`src/hdl/blt_pkg.sv`:
```
// constants and carrier types for the bridge link tuning registers
package blt_pkg;

  // core clock and the tick periods of the two entry timers
  localparam int CLK_PERIOD_NS = 5;
  localparam int STANDBY_TICK_NS = 16;
  localparam int SLEEP_TICK_NS = 512;

  // configuration offsets (byte addresses of dword registers)
  localparam logic [7:0] OFS_SUBSYS_ALIAS = 8'h44;
  localparam logic [7:0] OFS_CTL_ONE = 8'hc4;
  localparam logic [7:0] OFS_CTL_TWO = 8'hc8;
  localparam logic [7:0] OFS_SUBSYS_ACCESS = 8'hd0;
  localparam logic [7:0] OFS_GEN_CTL = 8'hd4;

  // values after reset
  localparam logic [31:0] RST_CTL_ONE = 32'h0012_0108;
  localparam logic [31:0] RST_CTL_TWO = 32'h3214_2000;
  localparam logic [31:0] RST_SUBSYS = 32'h0000_0000;
  localparam logic [31:0] RST_GEN_CTL = 32'h8600_025f;

  // writable bits; everything else keeps its reset value
  localparam logic [31:0] WMASK_CTL_ONE = 32'h001f_ffff;
  localparam logic [31:0] WMASK_CTL_TWO = 32'hffff_1fbf;
  localparam logic [31:0] WMASK_SUBSYS = 32'hffff_ffff;
  localparam logic [31:0] WMASK_GEN_CTL = 32'hfeff_ffff;

  // first control register fields
  localparam int STANDBY_LSB = 2;
  localparam int STANDBY_W = 4;
  localparam int SLEEP_LSB = 6;
  localparam int SLEEP_W = 4;
  localparam int SBUS_MASK_BIT = 10;
  localparam int LAT_SHARED_LSB = 15;
  localparam int LAT_SEPARATE_LSB = 18;
  localparam int LAT_W = 3;

  // second control register fields
  localparam int FTS_SEPARATE_LSB = 24;
  localparam int FTS_SHARED_LSB = 16;
  localparam int FTS_W = 8;
  localparam int REV_LSB = 13;
  localparam int REV_W = 3;
  localparam logic [2:0] PHYS_REV_VALUE = 3'h1;
  localparam int LINK_LSB = 8;
  localparam int LINK_W = 5;
  localparam int DEEP_SLEEP_BIT = 7;
  localparam int CTL2_RSVD_BIT = 6;
  localparam int WINDOW_EN_BIT = 5;

  // subsystem access fields
  localparam int SUBSYS_IDENT_LSB = 16;
  localparam int SUBSYS_MAKER_LSB = 0;

  typedef struct packed {
    logic wr;
    logic rd;
    logic [7:0] addr;
    logic [3:0] be;
    logic [31:0] wdata;
  } blt_cfg_req_t;

  typedef struct packed {
    logic [7:0] fast_train_count;
    logic [4:0] link_number;
    logic deep_sleep_saving_enable;
    logic first_window_enable;
    logic [2:0] l1_exit_latency;
    logic sbus_reset_mask;
    logic [15:0] subsys_ident_alias;
    logic [15:0] subsys_maker_alias;
    logic [31:0] general_control;
  } blt_tune_t;

endpackage

```
`src/hdl/blt_tuning_regs.sv`:
```
// link tuning, subsystem alias and general control configuration registers
// Notes on behaviour
// - standby timer counts 62.5 MHz ticks
// - standby timer resets to 0010
// - separate clocking sends count from 31:24
// - shared clocking sends count from 23:16
// - bit 7 enables deep sleep saving
// - bit 5 enables first window, reset off
// - bit 6 always reads zero
// - high half aliases subsystem identifier
// - low half aliases subsystem maker identifier
// - all three resets restore defaults
// - second control at C8h, default 32142000h
// - subsystem access at D0h, resets zero
// - general control at D4h, default 8600025Fh
// - sleep timer counts 512 ns, resets 0100
module blt_tuning_regs
  import blt_pkg::*;
#(
  parameter logic [2:0] PHYS_REV = PHYS_REV_VALUE
) (
  input wire logic core_clk, // core clock, 200 MHz
  input wire logic rst_b, // power-on reset, async, active low
  input wire logic fund_reset_b, // link fundamental reset, active low
  input wire logic global_reset_input_b, // global reset, active low
  input wire blt_cfg_req_t cfg_req, // configuration access from host
  input wire blt_cfg_req_t eeprom_req, // register load from eeprom
  output logic [31:0] cfg_rdata, // read data, valid with cfg_rd_ack
  output logic cfg_rd_ack, // one-cycle read answer
  output logic cfg_wr_lost, // host write dropped for eeprom load
  input wire logic common_clk_cfg, // shared reference clock configured
  input wire logic link_idle, // link has no traffic
  input wire logic in_l2, // link sits in the L2 state
  output logic standby_entry_req, // idle long enough for L0s
  output logic sleep_entry_req, // idle long enough for L1
  output logic deep_sleep_active, // power saving applied in L2
  output blt_tune_t tune // registered settings for the link
);

  logic [31:0] ctl_one;
  logic [31:0] ctl_two;
  logic [31:0] subsys;
  logic [31:0] gen_ctl;

  // ---------------- request selection and decode ----------------
  wire soft_clear;
  wire use_eeprom;
  wire blt_cfg_req_t wreq;
  wire do_write;
  wire [5:0] wr_dw;
  wire [5:0] rd_dw;
  wire [31:0] be_mask;
  wire hit_w_ctl_one;
  wire hit_w_ctl_two;
  wire hit_w_subsys;
  wire hit_w_gen_ctl;
  wire hit_r_alias;
  wire hit_r_ctl_one;
  wire hit_r_ctl_two;
  wire hit_r_subsys;
  wire hit_r_gen_ctl;

  // the link and global resets act like power-on reset on every field
  assign soft_clear = !fund_reset_b || !global_reset_input_b;

  // eeprom loading owns the register file while it writes
  assign use_eeprom = eeprom_req.wr;
  assign wreq = use_eeprom ? eeprom_req : cfg_req;
  assign do_write = wreq.wr && !soft_clear;
  assign wr_dw = wreq.addr[7:2];
  assign rd_dw = cfg_req.addr[7:2];

  genvar lane;
  generate
    for (lane = 0; lane < 4; lane++) begin : g_lane
      assign be_mask[lane*8 +: 8] = {8{wreq.be[lane]}};
    end
  endgenerate

  assign hit_w_ctl_one = do_write && wr_dw == OFS_CTL_ONE[7:2];
  assign hit_w_ctl_two = do_write && wr_dw == OFS_CTL_TWO[7:2];
  assign hit_w_subsys = do_write && wr_dw == OFS_SUBSYS_ACCESS[7:2];
  assign hit_w_gen_ctl = do_write && wr_dw == OFS_GEN_CTL[7:2];

  assign hit_r_alias = rd_dw == OFS_SUBSYS_ALIAS[7:2];
  assign hit_r_ctl_one = rd_dw == OFS_CTL_ONE[7:2];
  assign hit_r_ctl_two = rd_dw == OFS_CTL_TWO[7:2];
  assign hit_r_subsys = rd_dw == OFS_SUBSYS_ACCESS[7:2];
  assign hit_r_gen_ctl = rd_dw == OFS_GEN_CTL[7:2];

  // ---------------- write merge ----------------
  wire [31:0] next_ctl_one;
  wire [31:0] next_ctl_two;
  wire [31:0] next_subsys;
  wire [31:0] next_gen_ctl;
  wire [31:0] m_ctl_one;
  wire [31:0] m_ctl_two;
  wire [31:0] m_subsys;
  wire [31:0] m_gen_ctl;

  // bits outside the write masks never change, so read-only fields and
  // the always-zero reserved bit keep their reset value
  assign m_ctl_one = be_mask & WMASK_CTL_ONE;
  assign m_ctl_two = be_mask & WMASK_CTL_TWO;
  assign m_subsys = be_mask & WMASK_SUBSYS;
  assign m_gen_ctl = be_mask & WMASK_GEN_CTL;

  assign next_ctl_one = hit_w_ctl_one ?
    (ctl_one & ~m_ctl_one) | (wreq.wdata & m_ctl_one) : ctl_one;
  assign next_ctl_two = hit_w_ctl_two ?
    (ctl_two & ~m_ctl_two) | (wreq.wdata & m_ctl_two) : ctl_two;
  assign next_subsys = hit_w_subsys ?
    (subsys & ~m_subsys) | (wreq.wdata & m_subsys) : subsys;
  assign next_gen_ctl = hit_w_gen_ctl ?
    (gen_ctl & ~m_gen_ctl) | (wreq.wdata & m_gen_ctl) : gen_ctl;

  // the link and global resets reload defaults synchronously, so a pulse
  // shorter than one core cycle can be missed; power-on reset is async
  always_ff @(posedge core_clk or negedge rst_b) begin
    if (!rst_b) begin
      ctl_one <= RST_CTL_ONE;
    end else if (soft_clear) begin
      ctl_one <= RST_CTL_ONE;
    end else begin
      ctl_one <= next_ctl_one;
    end
  end

  always_ff @(posedge core_clk or negedge rst_b) begin
    if (!rst_b) begin
      ctl_two <= RST_CTL_TWO;
    end else if (soft_clear) begin
      ctl_two <= RST_CTL_TWO;
    end else begin
      ctl_two <= next_ctl_two;
    end
  end

  always_ff @(posedge core_clk or negedge rst_b) begin
    if (!rst_b) begin
      subsys <= RST_SUBSYS;
    end else if (soft_clear) begin
      subsys <= RST_SUBSYS;
    end else begin
      subsys <= next_subsys;
    end
  end

  always_ff @(posedge core_clk or negedge rst_b) begin
    if (!rst_b) begin
      gen_ctl <= RST_GEN_CTL;
    end else if (soft_clear) begin
      gen_ctl <= RST_GEN_CTL;
    end else begin
      gen_ctl <= next_gen_ctl;
    end
  end

  // ---------------- read path ----------------
  wire [31:0] ctl_two_view;
  wire [31:0] rd_value;
  wire next_rd_ack;
  wire next_wr_lost;

  // revision comes from the parameter, not from storage
  assign ctl_two_view = {ctl_two[31:REV_LSB+REV_W], PHYS_REV,
                         ctl_two[REV_LSB-1:0]};

  // the 44h dword holds both identifier registers, so it is the same
  // word as the access register
  assign rd_value = hit_r_alias ? subsys :
                    hit_r_ctl_one ? ctl_one :
                    hit_r_ctl_two ? ctl_two_view :
                    hit_r_subsys ? subsys :
                    hit_r_gen_ctl ? gen_ctl :
                    32'h0000_0000;

  assign next_rd_ack = cfg_req.rd && !soft_clear;
  assign next_wr_lost = use_eeprom && cfg_req.wr && !soft_clear;

  always_ff @(posedge core_clk or negedge rst_b) begin
    if (!rst_b) begin
      cfg_rdata <= 32'h0000_0000;
      cfg_rd_ack <= 1'b0;
    end else begin
      cfg_rdata <= next_rd_ack ? rd_value : 32'h0000_0000;
      cfg_rd_ack <= next_rd_ack;
    end
  end

  // the host gets no retry for a dropped write; it must watch this pulse
  always_ff @(posedge core_clk or negedge rst_b) begin
    if (!rst_b) begin
      cfg_wr_lost <= 1'b0;
    end else begin
      cfg_wr_lost <= next_wr_lost;
    end
  end

  // ---------------- settings to the link ----------------
  wire [7:0] fts_separate;
  wire [7:0] fts_shared;
  wire [2:0] lat_separate;
  wire [2:0] lat_shared;
  wire [STANDBY_W-1:0] standby_limit;
  wire [SLEEP_W-1:0] sleep_limit;
  wire [LINK_W-1:0] link_field;
  wire deep_sleep_field;
  wire window_field;
  wire sbus_mask_field;
  wire [15:0] ident_field;
  wire [15:0] maker_field;
  blt_tune_t next_tune;
  wire next_deep_sleep;

  assign fts_separate = ctl_two[FTS_SEPARATE_LSB +: FTS_W];
  assign fts_shared = ctl_two[FTS_SHARED_LSB +: FTS_W];
  assign lat_separate = ctl_one[LAT_SEPARATE_LSB +: LAT_W];
  assign lat_shared = ctl_one[LAT_SHARED_LSB +: LAT_W];
  assign standby_limit = ctl_one[STANDBY_LSB +: STANDBY_W];
  assign sleep_limit = ctl_one[SLEEP_LSB +: SLEEP_W];
  assign link_field = ctl_two[LINK_LSB +: LINK_W];
  assign deep_sleep_field = ctl_two[DEEP_SLEEP_BIT];
  assign window_field = ctl_two[WINDOW_EN_BIT];
  assign sbus_mask_field = ctl_one[SBUS_MASK_BIT];
  assign ident_field = subsys[SUBSYS_IDENT_LSB +: 16];
  assign maker_field = subsys[SUBSYS_MAKER_LSB +: 16];

  always_comb begin
    next_tune = '0;
    next_tune.fast_train_count = common_clk_cfg ?
      fts_shared : fts_separate;
    next_tune.link_number = link_field;
    next_tune.deep_sleep_saving_enable = deep_sleep_field;
    next_tune.first_window_enable = window_field;
    // mirror follows the shared-clock bit in the sense the register
    // defines it, which looks swapped but is kept as specified
    next_tune.l1_exit_latency = common_clk_cfg ? lat_separate : lat_shared;
    next_tune.sbus_reset_mask = sbus_mask_field;
    next_tune.subsys_ident_alias = ident_field;
    next_tune.subsys_maker_alias = maker_field;
    next_tune.general_control = gen_ctl;
  end

  assign next_deep_sleep = in_l2 && deep_sleep_field;

  // settings lag their register by one cycle; the link side only reads
  // them between transfers, so the extra flop costs nothing
  always_ff @(posedge core_clk or negedge rst_b) begin
    if (!rst_b) begin
      tune <= '0;
    end else begin
      tune <= next_tune;
    end
  end

  always_ff @(posedge core_clk or negedge rst_b) begin
    if (!rst_b) begin
      deep_sleep_active <= 1'b0;
    end else begin
      deep_sleep_active <= next_deep_sleep;
    end
  end

  // ---------------- entry timers ----------------
  blt_entry_timer #(
    .TICK_NS(STANDBY_TICK_NS),
    .STEP_NS(CLK_PERIOD_NS),
    .LIMIT_W(STANDBY_W)
  ) u_standby_timer (
    .core_clk(core_clk),
    .rst_b(rst_b),
    .clear(soft_clear),
    .idle(link_idle),
    .limit(standby_limit),
    .entry_req(standby_entry_req)
  );

  blt_entry_timer #(
    .TICK_NS(SLEEP_TICK_NS),
    .STEP_NS(CLK_PERIOD_NS),
    .LIMIT_W(SLEEP_W)
  ) u_sleep_timer (
    .core_clk(core_clk),
    .rst_b(rst_b),
    .clear(soft_clear),
    .idle(link_idle),
    .limit(sleep_limit),
    .entry_req(sleep_entry_req)
  );

endmodule

```
`src/hdl/blt_entry_timer.sv`:
```
// idle-entry timer counting fractional-rate ticks derived from core_clk
module blt_entry_timer
  import blt_pkg::*;
#(
  parameter int TICK_NS = 16,
  parameter int STEP_NS = 5,
  parameter int LIMIT_W = 4
) (
  input wire logic core_clk, // core clock
  input wire logic rst_b, // async reset, active low
  input wire logic clear, // sync clear from the link resets
  input wire logic idle, // link idle level
  input wire logic [LIMIT_W-1:0] limit, // ticks of idle before entry
  output logic entry_req // high once idle has lasted the limit
);

  localparam int ACC_W = $clog2(TICK_NS + STEP_NS) + 1;
  localparam logic [ACC_W-1:0] TICK_V = ACC_W'(TICK_NS);
  localparam logic [ACC_W-1:0] STEP_V = ACC_W'(STEP_NS);

  logic [ACC_W-1:0] acc;
  logic [LIMIT_W-1:0] ticks;
  logic [ACC_W-1:0] acc_sum;
  logic tick;
  logic [ACC_W-1:0] next_acc;
  logic [LIMIT_W-1:0] next_ticks;
  logic next_entry_req;

  // a phase accumulator gives the exact mean tick rate without a pll;
  // individual ticks jitter by one core cycle
  assign acc_sum = acc + STEP_V;
  assign tick = acc_sum >= TICK_V;
  assign next_acc = tick ? acc_sum - TICK_V : acc_sum;
  assign next_ticks = !idle ? '0 :
                      (tick && ticks != '1) ? ticks + 1'b1 : ticks;
  assign next_entry_req = idle && (ticks >= limit);

  always_ff @(posedge core_clk or negedge rst_b) begin
    if (!rst_b) begin
      acc <= '0;
      ticks <= '0;
      entry_req <= 1'b0;
    end else if (clear) begin
      acc <= '0;
      ticks <= '0;
      entry_req <= 1'b0;
    end else begin
      acc <= next_acc;
      ticks <= next_ticks;
      entry_req <= next_entry_req;
    end
  end

endmodule

```
`config.mk`:
```
export PLATFORM = sky130hd
export DESIGN_NAME = blt_tuning_regs
export DESIGN_NICKNAME = d
export VERILOG_FILES = /design/src/hdl/blt_pkg.sv /design/src/hdl/blt_tuning_regs.sv /design/src/hdl/blt_entry_timer.sv
export SDC_FILE = /design/constraint.sdc
export NUM_CORES = 1
export LEC_CHECK = 0
export BUFFER_PORTS_ARGS = -buffer_cell sky130_fd_sc_hd__buf_2
export CAP_MARGIN = 20
export CORE_AREA = 3 3 152 154
export DETAILED_ROUTE_END_ITERATION = 10
export DIE_AREA = 0 0 155 157
export GPL_ROUTABILITY_DRIVEN = 0
export PLACE_DENSITY = 0.83
export SLEW_MARGIN = 20
export SYNTH_ARGS = -nofsm -noshare
export SYNTH_HDL_FRONTEND = slang
export SYNTH_SLANG_ARGS = --single-unit
```
`constraint.sdc`:
```
create_clock -name core_clk -period 2.35 [get_ports core_clk]
set_input_delay 0.1175 -clock core_clk [delete_from_list [all_inputs] [get_ports core_clk]]
set_output_delay 0.1175 -clock core_clk [all_outputs]
set_load 0.03 [all_outputs]
```
After elaboration in Yosys (flattened, before gate mapping)
Index checks and enable logic that the tools add are counted.
- word-level logic and storage cells: 112
- output and inout bits: 120
- ROM bits: 0
- memories: 0
- RAM bits: 0
- bits in latches: 0
- bits in registers: 273
- input bits: 99
- divide/modulo/power cells: 0
- shift operators: 0
- order comparisons: 4
- multiply operators: 0
- equal/unequal tests: 13
- reduce and logical (&&, ||, !) cells: 21
- bitwise gates (word level): 16
- multiplexer cells: 29
- add/sub/neg operators: 6
- operator list (operator ; number):
    2-to-1 mux 32 bit ; 14
    AND 32 bit ; 7
    OR 32 bit ; 4
    NOT 32 bit ; 3
    == test 6 bit (second input constant) ; 8
    2-to-1 mux 46 bit ; 1
    AND 32 x 21 -> 32 bit ; 1
    NOT 21 -> 32 bit ; 1
    2-to-1 mux 4 bit ; 6
    2-to-1 mux 11 bit ; 2
    logical AND 1 bit ; 13
    2-to-1 mux 6 bit ; 2
    adder 11 x 3 -> 11 bit (second input constant) ; 1
    >= comparator 11 x 10 -> 1 bit (second input constant) ; 1
    subtractor 11 x 10 -> 11 bit (second input constant) ; 1
    adder 4 x 1 -> 4 bit (second input constant) ; 2
    >= comparator 4 bit ; 2
    2-to-1 mux 8 bit ; 1
    != test 4 bit (second input constant) ; 2
    nonzero test 2 bit ; 4
    adder 6 x 3 -> 6 bit (second input constant) ; 1
    == test 6 x 5 -> 1 bit (second input constant) ; 1
    >= comparator 6 x 5 -> 1 bit (second input constant) ; 1
    != test 3 x 1 -> 1 bit (second input constant) ; 2
    5 further kinds ; 8

Longest topological paths before layout
Gate-level depths: netlist (run 1).
- word-level depth: 7
- depth in mapped cells: 10
- gate-level depth less buffers: 10

Hierarchy
From an unflattened synthesis (run 1), not the netlist that was laid out.
- cell total of the unflattened synthesis: 945
- area total of the unflattened synthesis: 11200.7 µm²
- modules (own cells, without submodules) (module ; area an instance (µm²) ; seq. area each (µm²) ; cells each ; instances):
    blt_tuning_regs ; 9530.4 ; 5754.3 ; 773 ; 1
    blt_entry_timer (u_sleep_timer) ; 1061.0 ; 400.4 ; 115 ; 1
    blt_entry_timer (u_standby_timer) ; 609.3 ; 275.3 ; 57 ; 1

Worst setup path after synthesis (run 1)
OpenSTA, ideal clock, no wires.
- path kind: flip-flop to flip-flop
- from: register u_sleep_timer.acc[0]
- to: register u_sleep_timer.ticks[0]
- path buffers: 0
- stages on the path, launching flop included: 11
- setup time: 79 ps
- data arrival time: 2106 ps
- slack: 164 ps
- path through: dfrtp_1 > ha_1 > o2111ai_2 > or4b_4 > nand2_1 > inv_1 > ha_1 > inv_1 > nand2_1 > o21ai_1 > mux2i_1
- longest elaborated chain between the ends: 4
- RTL lines (item ; line ; source):
    from (decl) ; blt_entry_timer.sv:21 ; logic [ACC_W-1:0] acc;
    from (signal assigned) ; blt_entry_timer.sv:48 ; acc <= next_acc;
    adder 11 x 3 -> 11 bit ; blt_entry_timer.sv:31 ; assign acc_sum = acc + STEP_V;
    >= comparator 11 x 10 -> 1 bit ; blt_entry_timer.sv:32 ; assign tick = acc_sum >= TICK_V;
    logical AND 1 bit ; blt_entry_timer.sv:35 ; (tick && ticks != '1) ? ticks + 1'b1 : ticks;
    != test 3 x 1 -> 1 bit (no source line) ; - ;
    to (signal assigned) ; blt_entry_timer.sv:49 ; ticks <= next_ticks;
    to (decl) ; blt_entry_timer.sv:22 ; logic [LIMIT_W-1:0] ticks;
Every way passes these cells.
A chain may end at the register's enable or synchronous reset.

Worst setup path after layout (run 1)
- from: register u_sleep_timer.acc[1]
- to: register u_sleep_timer.ticks[1]
Same word-level chain as after synthesis.

==> results of run 1 <==
cell usage after synthesis (6+ instances only):
| cell type | instances |
|---|---|
| dfstp_2 | 19 |
| mux2i_1 | 44 |
| xor2_1 | 6 |
| nand3_1 | 43 |
| a211oi_1 | 22 |
| a22o_1 | 8 |
| nor2_1 | 75 |
| inv_1 | 17 |
| clkbuf_1 | 23 |
| a21oi_1 | 43 |
| a222oi_1 | 10 |
| a221o_1 | 7 |
| ha_1 | 13 |
| a21o_1 | 6 |
| o211ai_1 | 6 |
| a32o_1 | 14 |
| and3_1 | 6 |
| dfrtp_1 | 237 |
| a22oi_1 | 17 |
| nand2_1 | 52 |
| buf_2 | 16 |
| nand4_1 | 8 |
| nor3_1 | 13 |
| o21ai_0 | 70 |
| mux2_2 | 36 |
area by class of cell:
class                   count  area, µm²
fillers                  1668       8366
diodes                      2      5.005
repair buffers            271       1609
well taps                 280      350.3
flip-flops and latches    256       6432
multi-input cells         586       4088
inverters                  18      67.56
clock inverters            14      160.2
clock buffers              35      745.7
worst paths after layout:
check	from	slack, ns	endpoint
max	u_sleep_timer.acc[1]	0.08	u_sleep_timer.ticks[1]
min	eeprom_req[10]	0.005	gen_ctl[10]
max reg2reg	u_sleep_timer.acc[1]	0.08	u_sleep_timer.ticks[1]
min reg2reg	gen_ctl[26]	0.41	tune[26]
max in group asynchronous	rst_b	1.35	gen_ctl[2]
min in group asynchronous	rst_b	0.19	tune[16]
state kept, by name (all words and copies together) (netlist names):
register,flops
cfg_rd_ack,1
u_standby_timer.ticks,4
u_sleep_timer.ticks,4
tune,82
u_sleep_timer.acc,11
u_standby_timer.acc,6
ctl_two,28
gen_ctl,31
cfg_wr_lost,1
deep_sleep_active,1
ctl_one,21
u_sleep_timer.entry_req,1
subsys,32
cfg_rdata,32
u_standby_timer.entry_req,1
cells by family after synthesis:
group | count (synthesis) | synth area share (%)
XOR/XNOR | 11 | 0.8891
multiplexers | 83 | 8.187
flip-flops | 256 | 59.34
other | 1 | 0.03461
AO/OA/AOI/OAI | 240 | 15.37
buffers and inverters | 71 | 3.325
AND/OR/NAND/NOR | 238 | 11.35
adder cells (fa/ha/maj) | 13 | 1.501
power breakdown:
| part | internal (mW) | switching, mW |
|---|---|---|
| clock | 2.57 | 1.72 |
| sequential | 4.43 | 0.0130 |
| combinational | 0.214 | 0.394 |
| total | 7.21 | 2.12 |
metal layers:
| layer | track usage (%) | part of all wire [%] |
|---|---|---|
| met1 | 31.92 | 38 |
| met2 | 42.70 | 51 |
| met3 | 4.069 | 8.5 |
| met4 | 6.812 | 2.4 |
| met5 | 0 | 0.085 |
cells in the final DEF (no fill, tap or decap), types with 33 or more instances in the layout:
cell,count
buf_2,211
nand2_1,51
mux2_2,36
o21ai_0,69
nand3_1,43
nor2_1,75
dfrtp_1,235
a21oi_1,43
mux2i_1,44
buf_4,33
worst max-delay path: cells and delay by family (launching register included):
kind	cells	cell delay (ns)
AO/OA/AOI/OAI	2	0.25
AND/OR/NAND/NOR	3	0.75
buffers and inverters	2	0.18
multiplexers	1	0.22
adder cells (fa/ha/maj)	2	0.39
flip-flops	1	0.41
what timing repair did:
item,CTS,global route
hold buffers,23,0
hold endpoints to repair,96,0
gates resized for setup,3,4
cloned,0,0
setup endpoints to repair,2,5
per-stage QoR:
step	setup WS [ns]	hold WS [ns]	setup TNS, ns
6_report	0.07875	0.004798	0
5_1_grt	-0.01861	0.01784	-0.02509
4_1_cts	0.006836	0.003933	0
3_5_place_dp	-0.1032	0.1562	-0.1726
3_3_place_gp	0.05130	0.1560	0
2_1_floorplan	0.1641	-0.1781	0
==> metrics, run 1 <==
status finished, final reports clean; PwrDens 693.4 nW/µm²; sequential share of the synthesized area 59.34%; final setup violation count 0; Die Ht 157 µm; leakage 6.443 nW; Initial Utilization 49.65%; Detailed Place HPWL 20990 µm; I/O pins 219; EDFF count, synth 0; CP Class flop to flop; peak supply drop 0.5991 mV; Via Count 8654; CP Data Required Time 2.79 ns; RSZ-0062 raised after global routing true; Worst Setup End Kind flop; worst-skew pair later-pin latency 0.53 ns; area delta synth->final 24.20%; via/cell ratio 5.919; flops & latches, synth 256; number of global-route vias before repair 8625; die extent in x 155 µm; die area 24340 µm²; min-delay worst type input pin to flop; Crit Path Max Fanout 5; overall routing resource usage 24.49%; WHS Path Cells 3; Non-Filler Instances 1462; max-cap viol count 0; Final Util 61.67%; Worst path slowest cell or4b_4; Root Driver clkbuf_16; Syn Inst Count 913; CORE AREA 21820 µm²; Synth Cell Area 10840 µm²; synth top area cells dfrtp_1 55%, dfstp_2 4.6%, mux2i_1 4.1%, mux2_2 3.7%, o21ai_0 3.2%; CTS tree yes; pin count of the biggest net entering global routing 87; initial antenna violation count 4; Worst Path Arrival 2.71 ns; Fmax achieved 440.3 MHz; CTS clk-pin slew, worst paths 0.06 ns; drt pass-1 iters 6; ANT nets after route 0; post-synth top area cell dfrtp_1; Cell Rows 54; share of the synthesized area in the top cell type 54.73%; Slew Limit Fails 0; clk sinks 256; crit path time final 2.271 ns; CTS Buf Count 27; Post-Route WL 30560 µm; layout cells sized above 1 32.71%; R2R cell count 10; Starting DRT DRC Count 858; Post-synth ARST share 100.0%; H-Tree Depth 1; Yosys cell types 79; post-CTS setup buffer count 0; total power draw 9.332 mW; fin area 13460 µm²; count of yosys warnings during synthesis 0; syn avg cell area 11.87 µm²; Worst Tran Pin Value 1.023 ns; Placed Cells 1388; first-pass GRT wire length 47490 µm; final hold vios 0; Fin Clk Skew 0.01000 ns; CTS Buffer Depth 3; worst path cell trace ha_4 -> o2111ai_4 -> or4b_4 -> nand2_1 -> inv_1 -> ha_1 -> inv_1 -> nand2_1 -> o21ai_2 -> mux2i_1; DRC Markers 0; Rel. slew slack 31.41%; syn_nets 1025; # port buffers 212; gr ovfl total 0; slowest stage delay, CP 0.54 ns; Post-Place Cell Area 12290 µm²; CP Launch Type flop; crit share post-route 96.65%; Synth Flop Type dfrtp_1; Final nets 1272; WL/cell 20.90 µm
Power figures use the tool's default switching activity.
==> run 2: changes to the inputs <==
--- a/config.mk
+++ b/config.mk
@@ -9,4 +9,5 @@
 export CAP_MARGIN = 20
 export CORE_AREA = 3 3 152 154
+export CTS_CLUSTER_SIZE = 8
 export DETAILED_ROUTE_END_ITERATION = 10
 export DIE_AREA = 0 0 155 157
@@ -17,2 +18,3 @@
 export SYNTH_HDL_FRONTEND = slang
 export SYNTH_SLANG_ARGS = --single-unit
+export TNS_END_PERCENT = 10
==> constraint.sdc (replaced) <==
create_clock -name core_clk -period 2.35 [get_ports core_clk]
set_input_delay 0.1175 -clock core_clk [delete_from_list [all_inputs] [get_ports core_clk]]
set_output_delay 0.1175 -clock core_clk [all_outputs]
set_load 0.005 [all_outputs]
==> run 2 against run 1 <==
Clock skew is 0.0029 ns lower. Global-route usage grew 0.080 points. Sequential cell count stayed put. Setup slack better by 0.017 ns. Non-clock buffer count shrank 16. Combinational power down 7.2%. Cell count about the same. First-iteration DRC count down 2.2%. Core utilization fell by 0.17 points. Clock-buffer cell count rose by 29. Via count is 0.17% lower. Largest cell class unchanged.
==> metrics, run 2 (synthesis gave the netlist of run 1 again) <==
status finished, final reports clean (unchanged); via/cell ratio 5.913 (was 5.919); Fin Clk Skew 0.007084 ns (was 0.01000 ns); CP Class flop to flop (unchanged); PwrDens 724.6 nW/µm² (was 693.4 nW/µm²); pin count of the biggest net entering global routing 87 (unchanged); final setup violation count 0 (unchanged); clk sinks 256 (unchanged); gr ovfl total 0 (unchanged); Worst Tran Pin Value 1.063 ns (was 1.023 ns); H-Tree Depth 2 (was 1); Cell Rows 54 (unchanged); crit path time final 2.254 ns (was 2.271 ns); Detailed Place HPWL 20990 µm (unchanged); Reg with most FFs tune (unchanged); Root Driver clkbuf_16 (unchanged); Die Ht 157 µm (unchanged); Fmax achieved 443.6 MHz (was 440.3 MHz); Rel. slew slack 28.76% (was 31.41%); CP Launch Type flop (unchanged); CTS Buf Count 37 (was 27); layout cells sized above 1 32.15% (was 32.71%); peak supply drop 0.4149 mV (was 0.5991 mV); WL/cell 20.84 µm (was 20.90 µm); leakage 6.423 nW (was 6.443 nW); Non-Filler Instances 1461 (was 1462); RSZ-0062 raised after global routing true (unchanged); CORE AREA 21820 µm² (unchanged); Worst path slowest cell or4b_4 (unchanged); Final WS setup 0.09577 ns (was 0.07875 ns); crit share post-route 95.92% (was 96.65%); Worst Path Arrival 2.66 ns (was 2.71 ns); initial antenna violation count 3 (was 4); die area 24340 µm² (unchanged); # port buffers 212 (unchanged); I/O pins 219 (unchanged); ANT nets after route 0 (unchanged); DRC Markers 0 (unchanged); CTS tree yes (unchanged); Slew Limit Fails 0 (unchanged); max reg flops 82 (unchanged); Placed Cells 1388 (unchanged); worst path cell trace ha_4 -> o2111ai_4 -> or4b_4 -> nand2_1 -> inv_1 -> ha_1 -> inv_2 -> nand2_1 -> o21ai_2 -> mux2i_1 (was ha_4 -> o2111ai_4 -> or4b_4 -> nand2_1 -> inv_1 -> ha_1 -> inv_1 -> nand2_1 -> o21ai_2 -> mux2i_1); hold slack final 0.0006411 ns (was 0.004798 ns); Most common cell on crit path nand2_1; min-delay worst type input pin to flop (unchanged); CTS clk-pin slew, worst paths 0.05 ns (was 0.06 ns); max-cap viol count 0 (unchanged); Post-Place Cell Area 12290 µm² (unchanged); Starting DRT DRC Count 839 (was 858); fillers 1676 (was 1668); worst-skew pair later-pin latency 0.49 ns (was 0.53 ns); CTS Buffer Depth 3 (unchanged); Post-Route WL 30450 µm (was 30560 µm); Final nets 1266 (was 1272); fin area 13420 µm² (was 13460 µm²); area delta synth->final 23.87% (was 24.20%); Crit Path Max Fanout 5 (unchanged); Initial Utilization 49.65% (unchanged); CP Data Required Time 2.76 ns (was 2.79 ns); drt pass-1 iters 6 (unchanged); pre-CTS setup slack -0.1032 ns (unchanged); final hold vios 0 (unchanged); commonest non-fill, non-tap cell in the layout dfrtp_1 (unchanged); first-pass GRT wire length 47510 µm (was 47490 µm); slowest stage delay, CP 0.54 ns (about the same); die extent in x 155 µm (unchanged); number of global-route vias before repair 8695 (was 8625); leading cell types in the layout, fill and taps excluded 236 x dfrtp_1, 211 x buf_2, 75 x nor2_1 (was 235 x dfrtp_1, 211 x buf_2, 75 x nor2_1); Largest regs tune: 82 flops, cfg_rdata: 32 flops, subsys: 32 flops (unchanged); overall routing resource usage 24.57% (was 24.49%); Worst Setup End Kind flop (unchanged); Via Count 8639 (was 8654)
[run 2: cell count changes in the layout (fill, tap and decap cells not counted), moves of 3 or more]
cell | previous run | this run
clkinv_2 | 6 | 0
clkinvlp_4 | 3 | 0
clkbuf_16 | 27 | 37
dlygate4sd3_1 | 23 | 7
clkbuf_1 | 4 | 27
clkbuf_8 | 4 | 0
bufinv_16 | 3 | 0
[run 2: path summary, 6_finish.rpt]
check,startpoint,endpoint,slack (ns),cells past startpoint
max in group asynchronous,rst_b,tune[82],1.30,3
hold reg to reg,gen_ctl[16],tune[16],0.40,0
setup reg to reg,u_sleep_timer.acc[0],u_sleep_timer.ticks[1],0.1,10
setup / recovery,u_sleep_timer.acc[0],u_sleep_timer.ticks[1],0.1,10
min in group asynchronous,rst_b,tune[75],0.22,2
hold / removal,eeprom_req[14],subsys[14],0.0006,3
[run 2: layout make-up]
cell class                 instances  area (µm²)  area share (%)
timing repair buffer             255        1449           10.80
inverter                          18       67.56          0.5034
tap                              280       350.3           2.610
antenna                            2       5.005         0.03729
multi-input combinational        586        4091           30.48
sequential                       256        6431           47.92
clock buffer                      64        1027           7.654
[run 2: critical path, delay by kind of cell, from the launching register on]
kind | cells | cell delay [ns]
simple gates | 3 | 0.75
flops | 1 | 0.40
mux | 1 | 0.21
fa+ha+maj | 2 | 0.41
compound gates | 2 | 0.25
buf+inv | 2 | 0.15
[run 2: timing repair]
| item | in CTS | in global routing |
|---|---|---|
| hold buffers | 7 | 0 |
| endpoints found under the hold margin | 78 | 0 |
| buffers inserted | 0 | 0 |
| endpoints found under the setup margin | 2 | 5 |
| resized for setup | 3 | 5 |
[run 2: stage by stage]
stage | power [mW] | TNS, ns | util, %
3_5_place_dp | 5.067 | -0.1726 | 56.30
2_1_floorplan | 4.772 | 0 | -
3_3_place_gp | 5.055 | 0 | 56.30
4_1_cts | 9.791 | 0 | 61.41
5_1_grt | 10.04 | -0.02078 | 61.49
6_report | 9.726 | 0 | 61.50
[run 2: per-layer routing]
layer  share of wire [%]  track usage [%]
met4                 2.5            7.149
met3                 9.0            4.757
met2                  50            42.58
met1                  38            31.67
met5               0.036                0
[run 2: power breakdown]
group | total, mW | switching (mW) | internal [mW]
Sequential | 4.45 | 0.0129 | 4.43
Clock | 4.71 | 1.79 | 2.93
Combinational | 0.565 | 0.372 | 0.193
==> run 3: changes to the inputs <==
Settings changed: ABC_AREA set to 1, PLACE_DENSITY 0.83 to 0.84, SLEW_MARGIN 20 to 30.
==> run 3 against run 2 <==
Cell area up 0.86%. Clock-buffer cell count down 5. Clock skew up 0.0087 ns. Non-clock buffer count down 3. Synthesized cell count up 27%. Global-route usage up 2.9 points. Area after synthesis up 0.92%.
==> metrics, run 3 <==
Initial Utilization 50.11% (was 49.65%); die area 24340 µm² (unchanged); sequential share of the synthesized area 58.80% (was 59.34%); synth top area cells dfrtp_1 54%, o21ai_0 6.9%, nand2_1 6.3%, dfstp_2 4.6%, inv_1 4.6% (was dfrtp_1 55%, dfstp_2 4.6%, mux2i_1 4.1%, mux2_2 3.7%, o21ai_0 3.2%); CORE AREA 21820 µm² (unchanged); Via Count 10020 (was 8639); Synth Flop Type dfrtp_1 (unchanged); Synth Cell Area 10940 µm² (was 10840 µm²); Syn Inst Count 1162 (was 913); Die Ht 157 µm (unchanged); leakage 6.619 nW (was 6.423 nW); overall routing resource usage 27.47% (was 24.57%); Fin Clk Skew 0.01577 ns (was 0.007084 ns); Non-Filler Instances 1702 (was 1461); multi-input logic area 3724 µm² (was 4091 µm²); ANT nets after route 0 (unchanged); layout cells sized above 1 24.44% (was 32.15%); max reg flops 82 (unchanged); leading cell types in the layout, fill and taps excluded 237 x dfrtp_1, 211 x buf_2, 184 x nand2_1 (was 236 x dfrtp_1, 211 x buf_2, 75 x nor2_1); worst-skew pair later-pin latency 0.51 ns (was 0.49 ns); post-CTS setup buffer count 0 (unchanged); syn avg cell area 9.411 µm² (was 11.87 µm²); number of global-route vias before repair 9959 (was 8695); syn_nets 1274 (was 1025); final setup violation count 0 (unchanged); CTS Buffer Depth 3 (unchanged); peak supply drop 0.3767 mV (was 0.4149 mV); CP Class flop to flop (unchanged); Worst Tran Pin Value 0.7218 ns (was 1.063 ns); Sum Neg Setup Slack 0 ns (unchanged); Crit Path Max Fanout 8 (was 5); PwrDens 750.4 nW/µm² (was 724.6 nW/µm²); EDFF count, synth 0 (unchanged); max-cap viol count 0 (unchanged); initial antenna violation count 3 (unchanged); pin count of the biggest net entering global routing 74 (was 87); area delta synth->final 23.79% (was 23.87%); Fmax achieved 462.4 MHz (was 443.6 MHz); crit path time final 2.163 ns (was 2.254 ns); Starting DRT DRC Count 1003 (was 839); gr ovfl total 0 (unchanged); flops & latches, synth 256 (unchanged); CTS Buf Count 37 (unchanged); count of yosys warnings during synthesis 0 (unchanged); WL/cell 20.10 µm (was 20.84 µm); share of the synthesized area in the top cell type 54.23% (was 54.73%); via/cell ratio 5.886 (was 5.913); final hold vios 0 (unchanged); first-pass GRT wire length 52670 µm (was 47510 µm); crit share post-route 92.03% (was 95.92%); CTS tree yes (unchanged); RSZ-0062 raised after global routing false (was true); Root Driver clkbuf_16 (unchanged); post-synth top area cell dfrtp_1 (unchanged); # port buffers 212 (unchanged); Final nets 1511 (was 1266); Largest regs tune: 82 flops, cfg_rdata: 32 flops, subsys: 32 flops (unchanged); Reg with most FFs tune (unchanged); CP Launch Type flop (unchanged); min-delay worst type input pin to flop (unchanged); DRC Markers 0 (unchanged); most frequent cell after synthesis dfrtp_1 (unchanged); CP Data Required Time 2.75 ns (was 2.76 ns); die extent in x 155 µm (unchanged); I/O pins 219 (unchanged); clk sinks 256 (unchanged); Rel. slew slack 51.71% (was 28.76%); Post-Route WL 34200 µm (was 30450 µm); Detailed Place HPWL 23000 µm (was 20990 µm); Worst Path Arrival 2.56 ns (was 2.66 ns); CTS clk-pin slew, worst paths 0.05 ns (about the same); Slew Limit Fails 0 (unchanged); drt pass-1 iters 5 (was 6); Seq. cell area 6430 µm² (was 6431 µm²); fillers 1701 (was 1676); Yosys cell types 38 (was 79); synth cell count leaders 237 x dfrtp_1, 184 x nand2_1, 151 x o21ai_0 (was 237 x dfrtp_1, 75 x nor2_1, 70 x o21ai_0); Cell Rows 54 (unchanged); Post-synth ARST share 100.0% (unchanged); status finished, final reports clean (unchanged); H-Tree Depth 2 (unchanged); Placed Cells 1637 (was 1388); Worst Setup End Kind flop (unchanged); commonest non-fill, non-tap cell in the layout dfrtp_1 (unchanged)
## run 3: changes by cell type in the layout (fill, tap and decap cells not counted), moves of 24 or more
cell,delta
a21oi_1,+24
inv_1,+117
mux2_2,-36
mux2i_1,-44
nand2_1,+133
nor2_1,-34
o21ai_0,+82
o22ai_1,+72
## run 3: cell type report
class	instances	share of cell area (%)
flip-flops and latches	256	47.50
multi-input cells	709	27.51
clock buffers	59	7.764
well taps	280	2.588
diodes	2	0.03697
repair buffers	252	10.56
clock inverters	1	0.06470
inverters	143	3.984
## run 3: stage by stage
step | setup WS [ns] | utilization, % | hold WS, ns | total power, mW | cell area (µm²)
2_1_floorplan | 0.6273 | - | -0.1781 | 4.938 | 10940
3_3_place_gp | 0.3379 | 57.01 | 0.1255 | 5.294 | 12440
3_5_place_dp | 0.2479 | 57.01 | 0.1315 | 5.320 | 12440
4_1_cts | 0.2254 | 62.01 | 0.01813 | 10.19 | 13530
5_1_grt | 0.001746 | 62.03 | 0.05015 | 10.47 | 13540
6_report | 0.1874 | 62.03 | 0.03082 | 10.16 | 13540
## run 3: final timing paths
check / start / end / slack (ns) / cells past startpoint
worst max-delay path: u_sleep_timer.acc[0] / u_sleep_timer.ticks[0] / 0.19 / 11
worst max register to register: u_sleep_timer.acc[0] / u_sleep_timer.ticks[0] / 0.19 / 11
worst min register to register: gen_ctl[8] / tune[8] / 0.37 / 0
worst min-delay path: eeprom_req[31] / gen_ctl[31] / 0.03 / 3
min in group asynchronous: rst_b / tune[3] / 0.17 / 2
max in group asynchronous: rst_b / ctl_two[28] / 1.34 / 3
## run 3: power by group
group          internal, mW  switching [mW]
sequential             4.50          0.0439
clock                  3.03            1.85
combinational         0.229           0.498
## run 3: metal layers
metal | routed length [µm] | GRT usage, % | share of wire (%)
met5 | 9 | 0 | 0.026
met4 | 1818 | 14.93 | 5.3
met3 | 4137 | 6.709 | 12
met2 | 16020 | 43.57 | 47
met1 | 12220 | 35.04 | 36
## run 3: critical path: stages (launching register included)
cell,delay (ns)
dfrtp_1,0.36
ha_1,0.22
nor2_1,0.05
nor2_1,0.32
nand4_1,0.17
nand2_1,0.14
ha_1,0.19
nand2_1,0.19
nand2_1,0.17
nand2_1,0.09
nand2_1,0.09
nand2_1,0.05
## run 3: kinds of logic (layout without fill, tap and decap cells)
kind of cell / after synthesis / in the layout / synth area share [%]
xor+xnor: 6 / 6 / 0.4805
other cells: 1 / 3 / 0.03429
flops: 256 / 256 / 58.80
simple gates: 325 / 325 / 12.77
compound gates: 364 / 364 / 19.28
buf+inv: 197 / 455 / 7.151
fa+ha+maj: 13 / 13 / 1.487
## run 3: repair_timing
item,in CTS,in global routing
gates resized for setup,0,0
hold buffers,3,0
hold endpoints to repair,71,0
